==> config.mk <==
export PLATFORM = sky130hd
export DESIGN_NAME = dual_timer_counter
export DESIGN_NICKNAME = d
export VERILOG_FILES = /design/src/design/dual_timer_pkg.sv /design/src/design/dual_timer_counter.sv /design/src/design/pin_filter.sv
export SDC_FILE = /design/constraint.sdc
export NUM_CORES = 1
export LEC_CHECK = 0
export ABC_CLOCK_PERIOD_IN_PS = 2760
export BUFFER_PORTS_ARGS = -buffer_cell sky130_fd_sc_hd__buf_4
export CORE_UTILIZATION = 56
export CTS_CLUSTER_DIAMETER = 150
export DETAILED_ROUTE_END_ITERATION = 6
export PLACE_DENSITY = 0.89
export SETUP_SLACK_MARGIN = 0.1
export SLEW_MARGIN = 20
export SYNTH_ARGS = -nofsm -noshare
export SYNTH_HDL_FRONTEND = slang
export SYNTH_SLANG_ARGS = --single-unit
export TNS_END_PERCENT = 1
==> constraint.sdc <==
create_clock -name pclk -period 2.76 [get_ports pclk]
set_clock_uncertainty 0.1 [all_clocks]
set_input_delay 0.276 -clock pclk [delete_from_list [all_inputs] [get_ports pclk]]
set_output_delay 0.276 -clock pclk [all_outputs]
set_load 0.01 [all_outputs]
==> src/design/dual_timer_pkg.sv <==
package dual_timer_pkg;

   // Clock cycles per machine cycle
   localparam int MC_LEN = 12;
   // Last phase index of a machine cycle
   localparam logic [3:0] MC_LAST = 4'(MC_LEN - 1);
   // Phase at which counts become visible
   localparam logic [3:0] UPDATE_PHASE = 4'h4;
   // Phase at which count pins are sampled
   localparam logic [3:0] SAMPLE_PHASE = 4'h9;

   // Register byte offsets on the APB
   localparam logic [7:0] ADDR_MODE_SELECT = 8'h00;
   localparam logic [7:0] ADDR_RUN_FLAGS = 8'h04;
   localparam logic [7:0] ADDR_T0_LOW = 8'h08;
   localparam logic [7:0] ADDR_T0_HIGH = 8'h0C;
   localparam logic [7:0] ADDR_T1_LOW = 8'h10;
   localparam logic [7:0] ADDR_T1_HIGH = 8'h14;

   // Values after reset
   localparam logic [7:0] MODE_SELECT_RST = 8'h00;
   localparam logic [7:0] COUNT_RST = 8'h00;
   localparam logic PIN_IDLE = 1'b1;

   // Bit positions in the run and flag register
   localparam int TF1_BIT = 7;
   localparam int TR1_BIT = 6;
   localparam int TF0_BIT = 5;
   localparam int TR0_BIT = 4;

   // Offset of timer one's nibble, and bit positions inside one timer's mode nibble
   localparam int NIBBLE = 4;
   localparam int GATE_BIT = 3;
   localparam int SOURCE_BIT = 2;

   // Operating modes of one timer
   typedef enum logic [1:0] {
      MODE_13BIT = 2'h0,
      MODE_16BIT = 2'h1,
      MODE_RELOAD = 2'h2,
      MODE_SPLIT = 2'h3
   } timer_mode_e;

endpackage

==> src/design/dual_timer_counter.sv <==
// Overview of operation
// - Timer function counts once per machine cycle
// - Counter function samples pin at sample phase
// - Falling edge: 1 then 0 next sample
// - Edge count appears at next-cycle update phase
// - Source bit: 1 counter, 0 timer
// - Gate set: count only while irq pin high
// - Irq pin zero/one gate timer zero/one
// - Mode field: 13-bit, 16-bit, reload, special
// - Timer one special mode stops it
// - Timer zero special mode splits two halves
// - Reset clears whole mode register
// - Timer one flag: set overflow, clear vector
// - Timer zero flag: set overflow, clear vector
// - Run bit enables or disables each timer
// - Reset clears flags and run bits
// - 13-bit: low five bits plus high byte
// - Reset clears all count registers
// - Restart resumes from retained count
// - 13-bit wraps after 1FFF, sets flag
// - 16-bit: high byte over low byte
// - Reload: after FF copy high, set flag
// - Timer one mirrors timer zero behaviour
// - Split high half uses timer one controls
// - During split, timer one free-runs ungated
//
// The APB interface to the registers and the register offsets were left to the implementer.
module dual_timer_counter
   import dual_timer_pkg::*;
(
   // Clock and reset
   input logic pclk,
   input logic presetn,
   // APB slave
   input logic psel,
   input logic penable,
   input logic pwrite,
   input logic [7:0] paddr,
   input logic [31:0] pwdata,
   input logic [3:0] pstrb,
   output logic [31:0] prdata,
   output logic pready,
   output logic pslverr,
   // External pins
   input logic count_pin_zero,
   input logic count_pin_one,
   input logic ext_irq_pin_zero,
   input logic ext_irq_pin_one,
   // Interrupt vectoring
   input logic tmr0_vector_ack,
   input logic tmr1_vector_ack,
   output logic tmr0_overflow_flag,
   output logic tmr1_overflow_flag
);

   // Machine-cycle phase and its two strobes
   logic [3:0] phase;
   logic tick_upd, tick_smp;
   // Filtered pin levels: count 0, count 1, gate 0, gate 1
   logic [3:0] lvl;
   // Previous samples and pending edges per timer
   logic [1:0] smp_prev, pend;
   // Software registers
   logic [7:0] timer_mode_select;
   logic tmr0_run_bit, tmr1_run_bit;
   // Count registers
   logic [7:0] tmr0_low_count, tmr0_high_count;
   logic [7:0] tmr1_low_count, tmr1_high_count;
   // Decoded mode fields
   timer_mode_e mode0, mode1;
   logic split0, stop1;
   // Count enables and overflow events
   logic inc0, inc0_hi, inc1;
   logic ovf0, ovf0_hi, ovf1, set0, set1;
   logic [16:0] step0, step1;
   // APB decode
   logic hit, acc_done, wr_en;
   logic wr_mode, wr_run, wr_t0_lo, wr_t0_hi, wr_t1_lo, wr_t1_hi;
   logic [7:0] rd_value;

   // Divide the clock into twelve-phase machine cycles
   always_ff @(posedge pclk or negedge presetn) begin
      if (!presetn) begin
         phase <= 4'h0;
      end else if (phase == MC_LAST) begin
         phase <= 4'h0;
      end else begin
         phase <= phase + 4'h1;
      end
   end

   assign tick_upd = (phase == UPDATE_PHASE);
   assign tick_smp = (phase == SAMPLE_PHASE);

   // Pins arrive asynchronously; all four are synchronised and filtered
   pin_filter #(.WIDTH(4)) u_pins (
      .clk(pclk),
      .rst_n(presetn),
      .pin_in({ext_irq_pin_one, ext_irq_pin_zero, count_pin_one, count_pin_zero}),
      .level(lvl)
   );

   // Edge detection on each count pin, aligned to machine cycles
   for (genvar i = 0; i < 2; i++) begin : g_edge
      logic prev, pnd;

      // Sample once per cycle; edge waits for the next update phase
      always_ff @(posedge pclk or negedge presetn) begin
         if (!presetn) begin
            prev <= PIN_IDLE;
            pnd <= 1'b0;
         end else begin
            if (tick_smp) begin
               prev <= lvl[i];
            end
            if (tick_smp && prev && !lvl[i]) begin
               pnd <= 1'b1;
            end else if (tick_upd) begin
               pnd <= 1'b0;
            end
         end
      end

      assign smp_prev[i] = prev;
      assign pend[i] = pnd;
   end

   // Mode register fields
   assign mode0 = timer_mode_e'(timer_mode_select[1:0]);
   assign mode1 = timer_mode_e'(timer_mode_select[NIBBLE+1:NIBBLE]);
   assign split0 = (mode0 == MODE_SPLIT);
   assign stop1 = (mode1 == MODE_SPLIT);

   // Timer zero low part: run, gate on irq pin zero, source select
   assign inc0 = tick_upd && tmr0_run_bit
      && (!timer_mode_select[GATE_BIT] || lvl[2])
      && (!timer_mode_select[SOURCE_BIT] || pend[0]);

   // Split high half counts machine cycles under timer one's run bit
   assign inc0_hi = tick_upd && split0 && tmr1_run_bit;

   // Timer one: free-running while timer zero is split, stopped in mode 3
   always_comb begin
      if (stop1) begin
         inc1 = 1'b0;
      end else if (split0) begin
         inc1 = tick_upd;
      end else begin
         inc1 = tick_upd && tmr1_run_bit
            && (!timer_mode_select[NIBBLE+GATE_BIT] || lvl[3])
            && (!timer_mode_select[NIBBLE+SOURCE_BIT] || pend[1]);
      end
   end

   // One count step: returns {overflow, high, low}
   function automatic logic [16:0] step(input timer_mode_e m, input logic [7:0] lo,
                                        input logic [7:0] hi);
      logic [7:0] nl, nh;
      logic ov;
      nl = lo;
      nh = hi;
      ov = 1'b0;
      unique case (m)
         MODE_13BIT: begin
            // Upper three low bits are not part of the count
            nl[4:0] = lo[4:0] + 5'h01;
            nh = (&lo[4:0]) ? hi + 8'h01 : hi;
            ov = (&lo[4:0]) && (&hi);
         end
         MODE_16BIT: begin
            nl = lo + 8'h01;
            nh = (&lo) ? hi + 8'h01 : hi;
            ov = (&lo) && (&hi);
         end
         MODE_RELOAD: begin
            // High byte only feeds the reload, never counts
            nl = (&lo) ? hi : lo + 8'h01;
            ov = &lo;
         end
         MODE_SPLIT: begin
            nl = lo + 8'h01;
            ov = &lo;
         end
      endcase
      return {ov, nh, nl};
   endfunction

   assign step0 = step(mode0, tmr0_low_count, tmr0_high_count);
   assign step1 = step(mode1, tmr1_low_count, tmr1_high_count);
   assign ovf0 = inc0 && step0[16];
   assign ovf0_hi = inc0_hi && (&tmr0_high_count);
   // Timer one raises no flag while its controls are lent out
   assign ovf1 = inc1 && step1[16] && !split0;
   assign set0 = ovf0;
   assign set1 = split0 ? ovf0_hi : ovf1;

   // Timer zero count registers; a software write wins over a count
   always_ff @(posedge pclk or negedge presetn) begin
      if (!presetn) begin
         tmr0_low_count <= COUNT_RST;
         tmr0_high_count <= COUNT_RST;
      end else begin
         if (wr_t0_lo) begin
            tmr0_low_count <= pwdata[7:0];
         end else if (inc0) begin
            tmr0_low_count <= step0[7:0];
         end
         if (wr_t0_hi) begin
            tmr0_high_count <= pwdata[7:0];
         end else if (inc0_hi) begin
            tmr0_high_count <= tmr0_high_count + 8'h01;
         end else if (inc0 && !split0) begin
            tmr0_high_count <= step0[15:8];
         end
      end
   end

   // Timer one count registers, same structure as timer zero
   always_ff @(posedge pclk or negedge presetn) begin
      if (!presetn) begin
         tmr1_low_count <= COUNT_RST;
         tmr1_high_count <= COUNT_RST;
      end else begin
         if (wr_t1_lo) begin
            tmr1_low_count <= pwdata[7:0];
         end else if (inc1) begin
            tmr1_low_count <= step1[7:0];
         end
         if (wr_t1_hi) begin
            tmr1_high_count <= pwdata[7:0];
         end else if (inc1) begin
            tmr1_high_count <= step1[15:8];
         end
      end
   end

   // Mode register, written only by software
   always_ff @(posedge pclk or negedge presetn) begin
      if (!presetn) begin
         timer_mode_select <= MODE_SELECT_RST;
      end else if (wr_mode) begin
         timer_mode_select <= pwdata[7:0];
      end
   end

   // Run bits, written only by software
   always_ff @(posedge pclk or negedge presetn) begin
      if (!presetn) begin
         tmr0_run_bit <= 1'b0;
         tmr1_run_bit <= 1'b0;
      end else if (wr_run) begin
         tmr0_run_bit <= pwdata[TR0_BIT];
         tmr1_run_bit <= pwdata[TR1_BIT];
      end
   end

   // Overflow flags; an overflow in the clearing cycle is never lost
   always_ff @(posedge pclk or negedge presetn) begin
      if (!presetn) begin
         tmr0_overflow_flag <= 1'b0;
         tmr1_overflow_flag <= 1'b0;
      end else begin
         if (set0) begin
            tmr0_overflow_flag <= 1'b1;
         end else if (wr_run) begin
            tmr0_overflow_flag <= pwdata[TF0_BIT];
         end else if (tmr0_vector_ack) begin
            tmr0_overflow_flag <= 1'b0;
         end
         if (set1) begin
            tmr1_overflow_flag <= 1'b1;
         end else if (wr_run) begin
            tmr1_overflow_flag <= pwdata[TF1_BIT];
         end else if (tmr1_vector_ack) begin
            tmr1_overflow_flag <= 1'b0;
         end
      end
   end

   // APB address decode; only byte lane 0 carries register data
   always_comb begin
      hit = 1'b1;
      rd_value = 8'h00;
      unique case (paddr)
         ADDR_MODE_SELECT: rd_value = timer_mode_select;
         ADDR_RUN_FLAGS: begin
            rd_value[TF1_BIT] = tmr1_overflow_flag;
            rd_value[TR1_BIT] = tmr1_run_bit;
            rd_value[TF0_BIT] = tmr0_overflow_flag;
            rd_value[TR0_BIT] = tmr0_run_bit;
         end
         ADDR_T0_LOW: rd_value = tmr0_low_count;
         ADDR_T0_HIGH: rd_value = tmr0_high_count;
         ADDR_T1_LOW: rd_value = tmr1_low_count;
         ADDR_T1_HIGH: rd_value = tmr1_high_count;
         default: hit = 1'b0;
      endcase
   end

   assign acc_done = psel && penable && pready;
   assign wr_en = acc_done && pwrite && hit && pstrb[0];
   assign wr_mode = wr_en && (paddr == ADDR_MODE_SELECT);
   assign wr_run = wr_en && (paddr == ADDR_RUN_FLAGS);
   assign wr_t0_lo = wr_en && (paddr == ADDR_T0_LOW);
   assign wr_t0_hi = wr_en && (paddr == ADDR_T0_HIGH);
   assign wr_t1_lo = wr_en && (paddr == ADDR_T1_LOW);
   assign wr_t1_hi = wr_en && (paddr == ADDR_T1_HIGH);

   // One wait state so that read data comes straight from a flop
   always_ff @(posedge pclk or negedge presetn) begin
      if (!presetn) begin
         pready <= 1'b0;
         pslverr <= 1'b0;
         prdata <= 32'h0000_0000;
      end else if (psel && penable && !pready) begin
         pready <= 1'b1;
         pslverr <= !hit;
         prdata <= (hit && !pwrite) ? {24'h00_0000, rd_value} : 32'h0000_0000;
      end else begin
         pready <= 1'b0;
         pslverr <= 1'b0;
      end
   end
endmodule // dual_timer_counter

==> src/design/pin_filter.sv <==
module pin_filter
   import dual_timer_pkg::*;
#(
   parameter int WIDTH = 4
)(
   // Clock and reset
   input logic clk,
   input logic rst_n,
   // Raw pins and their filtered levels
   input logic [WIDTH-1:0] pin_in,
   output logic [WIDTH-1:0] level
);

   for (genvar i = 0; i < WIDTH; i++) begin : g_pin
      // Three-stage chain; stage one is only read by stage two
      logic s1, s2, s3;

      // Shift the pin in
      always_ff @(posedge clk or negedge rst_n) begin
         if (!rst_n) begin
            s1 <= PIN_IDLE;
            s2 <= PIN_IDLE;
            s3 <= PIN_IDLE;
         end else begin
            s1 <= pin_in[i];
            s2 <= s1;
            s3 <= s2;
         end
      end

      // A change counts only once two stages agree, rejecting runts
      always_ff @(posedge clk or negedge rst_n) begin
         if (!rst_n) begin
            level[i] <= PIN_IDLE;
         end else if (s2 == s3) begin
            level[i] <= s3;
         end
      end
   end

endmodule // pin_filter

==> metrics.yaml <==
clock_tree:
  cts.reportedPaths.clkPinSlew_ps: 90
  clk_path_buf_depth: 2
  htreeDepth: 3
  cts_buffers: 9
  clk_latency_ps: 380
  cts_tree: "built"
  cts_sinks: 78
  cts-root-buf: "clkbuf_8"
  cts_setup_buffers: 0
min_path:
  worst_hold_path.endpoint: "tmr0_overflow_flag$_DFFE_PN0P_"
  hold_path_depth: 2
  hp-class: "in2reg"
  min_from: "pwdata[5]"
layout:
  nets: 610
  final_common_cell: "dfrtp_1"
  layout-area-overhead-vs-synth_pct: 12.7
  antenna_cells: 0
  layout_common_cells: "dfrtp_1, buf_4, nand2_1, nor2_1"
  fillers: 627
  layout-drive-gt1-share_pct: 21.1
  final_core_util_pct: 65.2
logic_synthesis:
  synthCells: 500
  synth.distinct_cells: 61
  yosys_warnings: 0
  synth-async-reset-ratio_pct: 100
  mappedNetlistArea_sq_um: 4730
  synth_edf_count: 0
  syn_avg_cell_area_sq_um: 9.46
  synth_seq_cells: 78
  synthFlopType: "dfrtp_1"
  seq_area_frac_synth_pct: 41.7
place:
  gp_congestion: 0.952
  io_buffers: 39
  dp_hpwl_um: 8610
critical_path:
  path_buf_inv: 0
  r2r_end: "tmr1_high_count[7]$_DFFE_PN0P_"
  r2r_slack_ps: 280
  rr_startpoint: "tmr1_low_count[1]$_DFFE_PN0P_"
  cp-start-kind: "flip-flop"
  setup.worst_path.class: "reg2reg"
  cp.required_ps: 2920
  slowest_delay_ps: 470
  cp_max_fo: 8
  critPathLaunch: "tmr1_low_count[1]$_DFFE_PN0P_"
  crit_chain: "ha_1, and3_1, ha_1, a2bb2oi_1, nor4_1, and3_1, a311o_1"
  cp_slowest_cell: "dfrtp_1"
  end_kind: "flip-flop"
  crit_family: "compound AO/OA/AOI/OAI gates"
  reg2regPathDepth: 7
  worstPathArrival_ps: 2640
detailed_routing:
  finalWirelength_um: 12200
  first_iter_violations: 484
  dr.pass1.iters: 5
  ant_nets: 0
  wl_per_cell_um: 18.6
  drc: 0
  vias: 4259
  vias_per_cell: 6.49
timing:
  slew_headroom_pct: 34.9
  worstMarginPinSlew_ps: 976
  rsz0062_at_grt: "no"
  fin_setup_tns_ps: 0
  fin_crit_ps: 2480
  hold_viol_final: 0
  fmax_ghz: 0.404
  finalSetupViolations: 0
  min_period_over_period_pct: 89.8
  slew_violations: 0
power_and_ir_drop:
  p_leak_nw: 2.39
  pwr_density_cell_nw_per_um2: 414
  ir_drop_mv: 0.243
grt:
  grt_usage_pct: 29.3
  grt_pass1_vias: 4047
  grt_overflow_total: 0
  grt_start_max_net_pins: 79
  antenna_found_initial: 0
  grt_pass1_wl_um: 19700
die:
  rows: 33
  ioPinCount: 91
  die_width_um: 93.9
  coreArea_sq_um: 8180
  die-area_sq_um: 8820
  start_util_pct: 57.9
  fp.dieH_um: 93.9
status:
  status: "complete, no violations"
flow_run:
  drv_cap: 0
-- Yosys cell counts, types with 5 or more instances --
library cell / count / area share, %
buf_2: 7 / 0.74
dfrtp_1: 60 / 32
nand2b_1: 7 / 0.93
nor2_1: 30 / 2.4
nor4_1: 7 / 0.93
nand4_1: 11 / 1.5
nand3_1: 20 / 2.1
buf_4: 24 / 3.8
xnor2_1: 7 / 1.3
a21oi_1: 24 / 2.5
and3_1: 21 / 2.8
or3_1: 5 / 0.66
a211oi_1: 7 / 1.1
a31oi_1: 12 / 1.6
clkbuf_1: 18 / 1.4
nand2_1: 39 / 3.1
dfstp_2: 18 / 10
o22ai_1: 5 / 0.66
mux2_2: 12 / 2.9
mux2i_1: 20 / 4.2
nor3_1: 15 / 1.6
inv_1: 16 / 1.3
o21ai_0: 24 / 2.5
nor2b_1: 7 / 0.93
ha_1: 9 / 2.4
a22o_1: 10 / 1.9
-- kinds of logic (layout without fill, tap and decap cells) --
family                   count (synthesis)  after routing  synth area share, %
AND/OR/NAND/NOR                        184            184                 21.2
AO/OA/AOI/OAI                          115            115                 16.2
flip-flops                              78             78                 41.7
buffers and inverters                   66             94                 7.33
multiplexers                            36             36                 8.99
adder cells (fa/ha/maj)                 13             13                 3.23
XOR/XNOR                                 7              7                 1.30
other                                    1             24               0.0793
-- state kept, by name (all words and copies together) (netlist names), 2 cells and up --
signal	cells
prdata	8
timer_mode_select	8
tmr0_high_count	8
tmr0_low_count	8
tmr1_high_count	8
tmr1_low_count	8
phase	4
u_pins.g_pin.s1	4
u_pins.g_pin.s2	4
u_pins.g_pin.s3	4
u_pins.level	4
g_edge.pnd	2
g_edge.prev	2
-- power breakdown --
| part | internal [W] | switching [W] | leakage (nW) |
|---|---|---|---|
| Sequential | 0.00118 | 0.0000156 | 0.889 |
| Clock | 0.000346 | 0.000497 | 0.0906 |
| Combinational | 0.0000639 | 0.000106 | 1.41 |
| Total | 0.00159 | 0.000619 | 2.39 |
-- what timing repair did --
item                                    in CTS  in global routing
endpoints found under the hold margin       13                  0
endpoints found under the setup margin       0                  1
hold buffers                                 5                  0
resized for setup                            0                  1
-- how the worst max path moves through the flow --
stage	slack, ps	cells past startpoint	endpoint
2_1_floorplan	440	8	tmr0_high_count[0]$_DFFE_PN0P_
3_3_place_gp	430	9	tmr0_high_count[0]$_DFFE_PN0P_
3_5_place_dp	300	7	tmr1_high_count[7]$_DFFE_PN0P_
4_1_cts	270	7	tmr1_high_count[7]$_DFFE_PN0P_
5_1_grt	170	7	tmr1_high_count[7]$_DFFE_PN0P_
6_report	280	7	tmr1_high_count[7]$_DFFE_PN0P_
-- through the flow --
stage          cell area, sq um  hold slack [ps]  setup WS [ps]  total power [W]  instances
4_1_cts                    5320             63.8            271          0.00221        656
5_1_grt                    5330             58.3            171          0.00228        656
3_5_place_dp               5090              247            300          0.00138        635
3_3_place_gp               5090              246            433          0.00137        635
6_report                   5330             63.0            282          0.00221        656
2_1_floorplan              4820             -120            444          0.00132        523
-- metal layers --
metal  up-vias  wire length, um  share of wire, %  global-route usage (%)
li1       1896                -                 -                       -
met5         -                0                 0                       0
met3        55             1260                10                    7.28
met1      2025             4980                41                    38.2
met2       283             5430                44                    44.8
met4         0              541               4.4                    15.6
-- final cells by class --
type                            instances  area (sq um)  share of cell area, %
Clock buffer                            9           124                   2.32
Clock inverter                          7          61.3                   1.15
Tap cell                              105           131                   2.46
Multi-Input combinational cell        379          2500                   46.9
Inverter                               16          60.1                   1.13
Sequential cell                        78          1970                   37.0
Timing Repair Buffer                   62           478                   8.97
No activity file was read; power rests on OpenSTA's default activity.
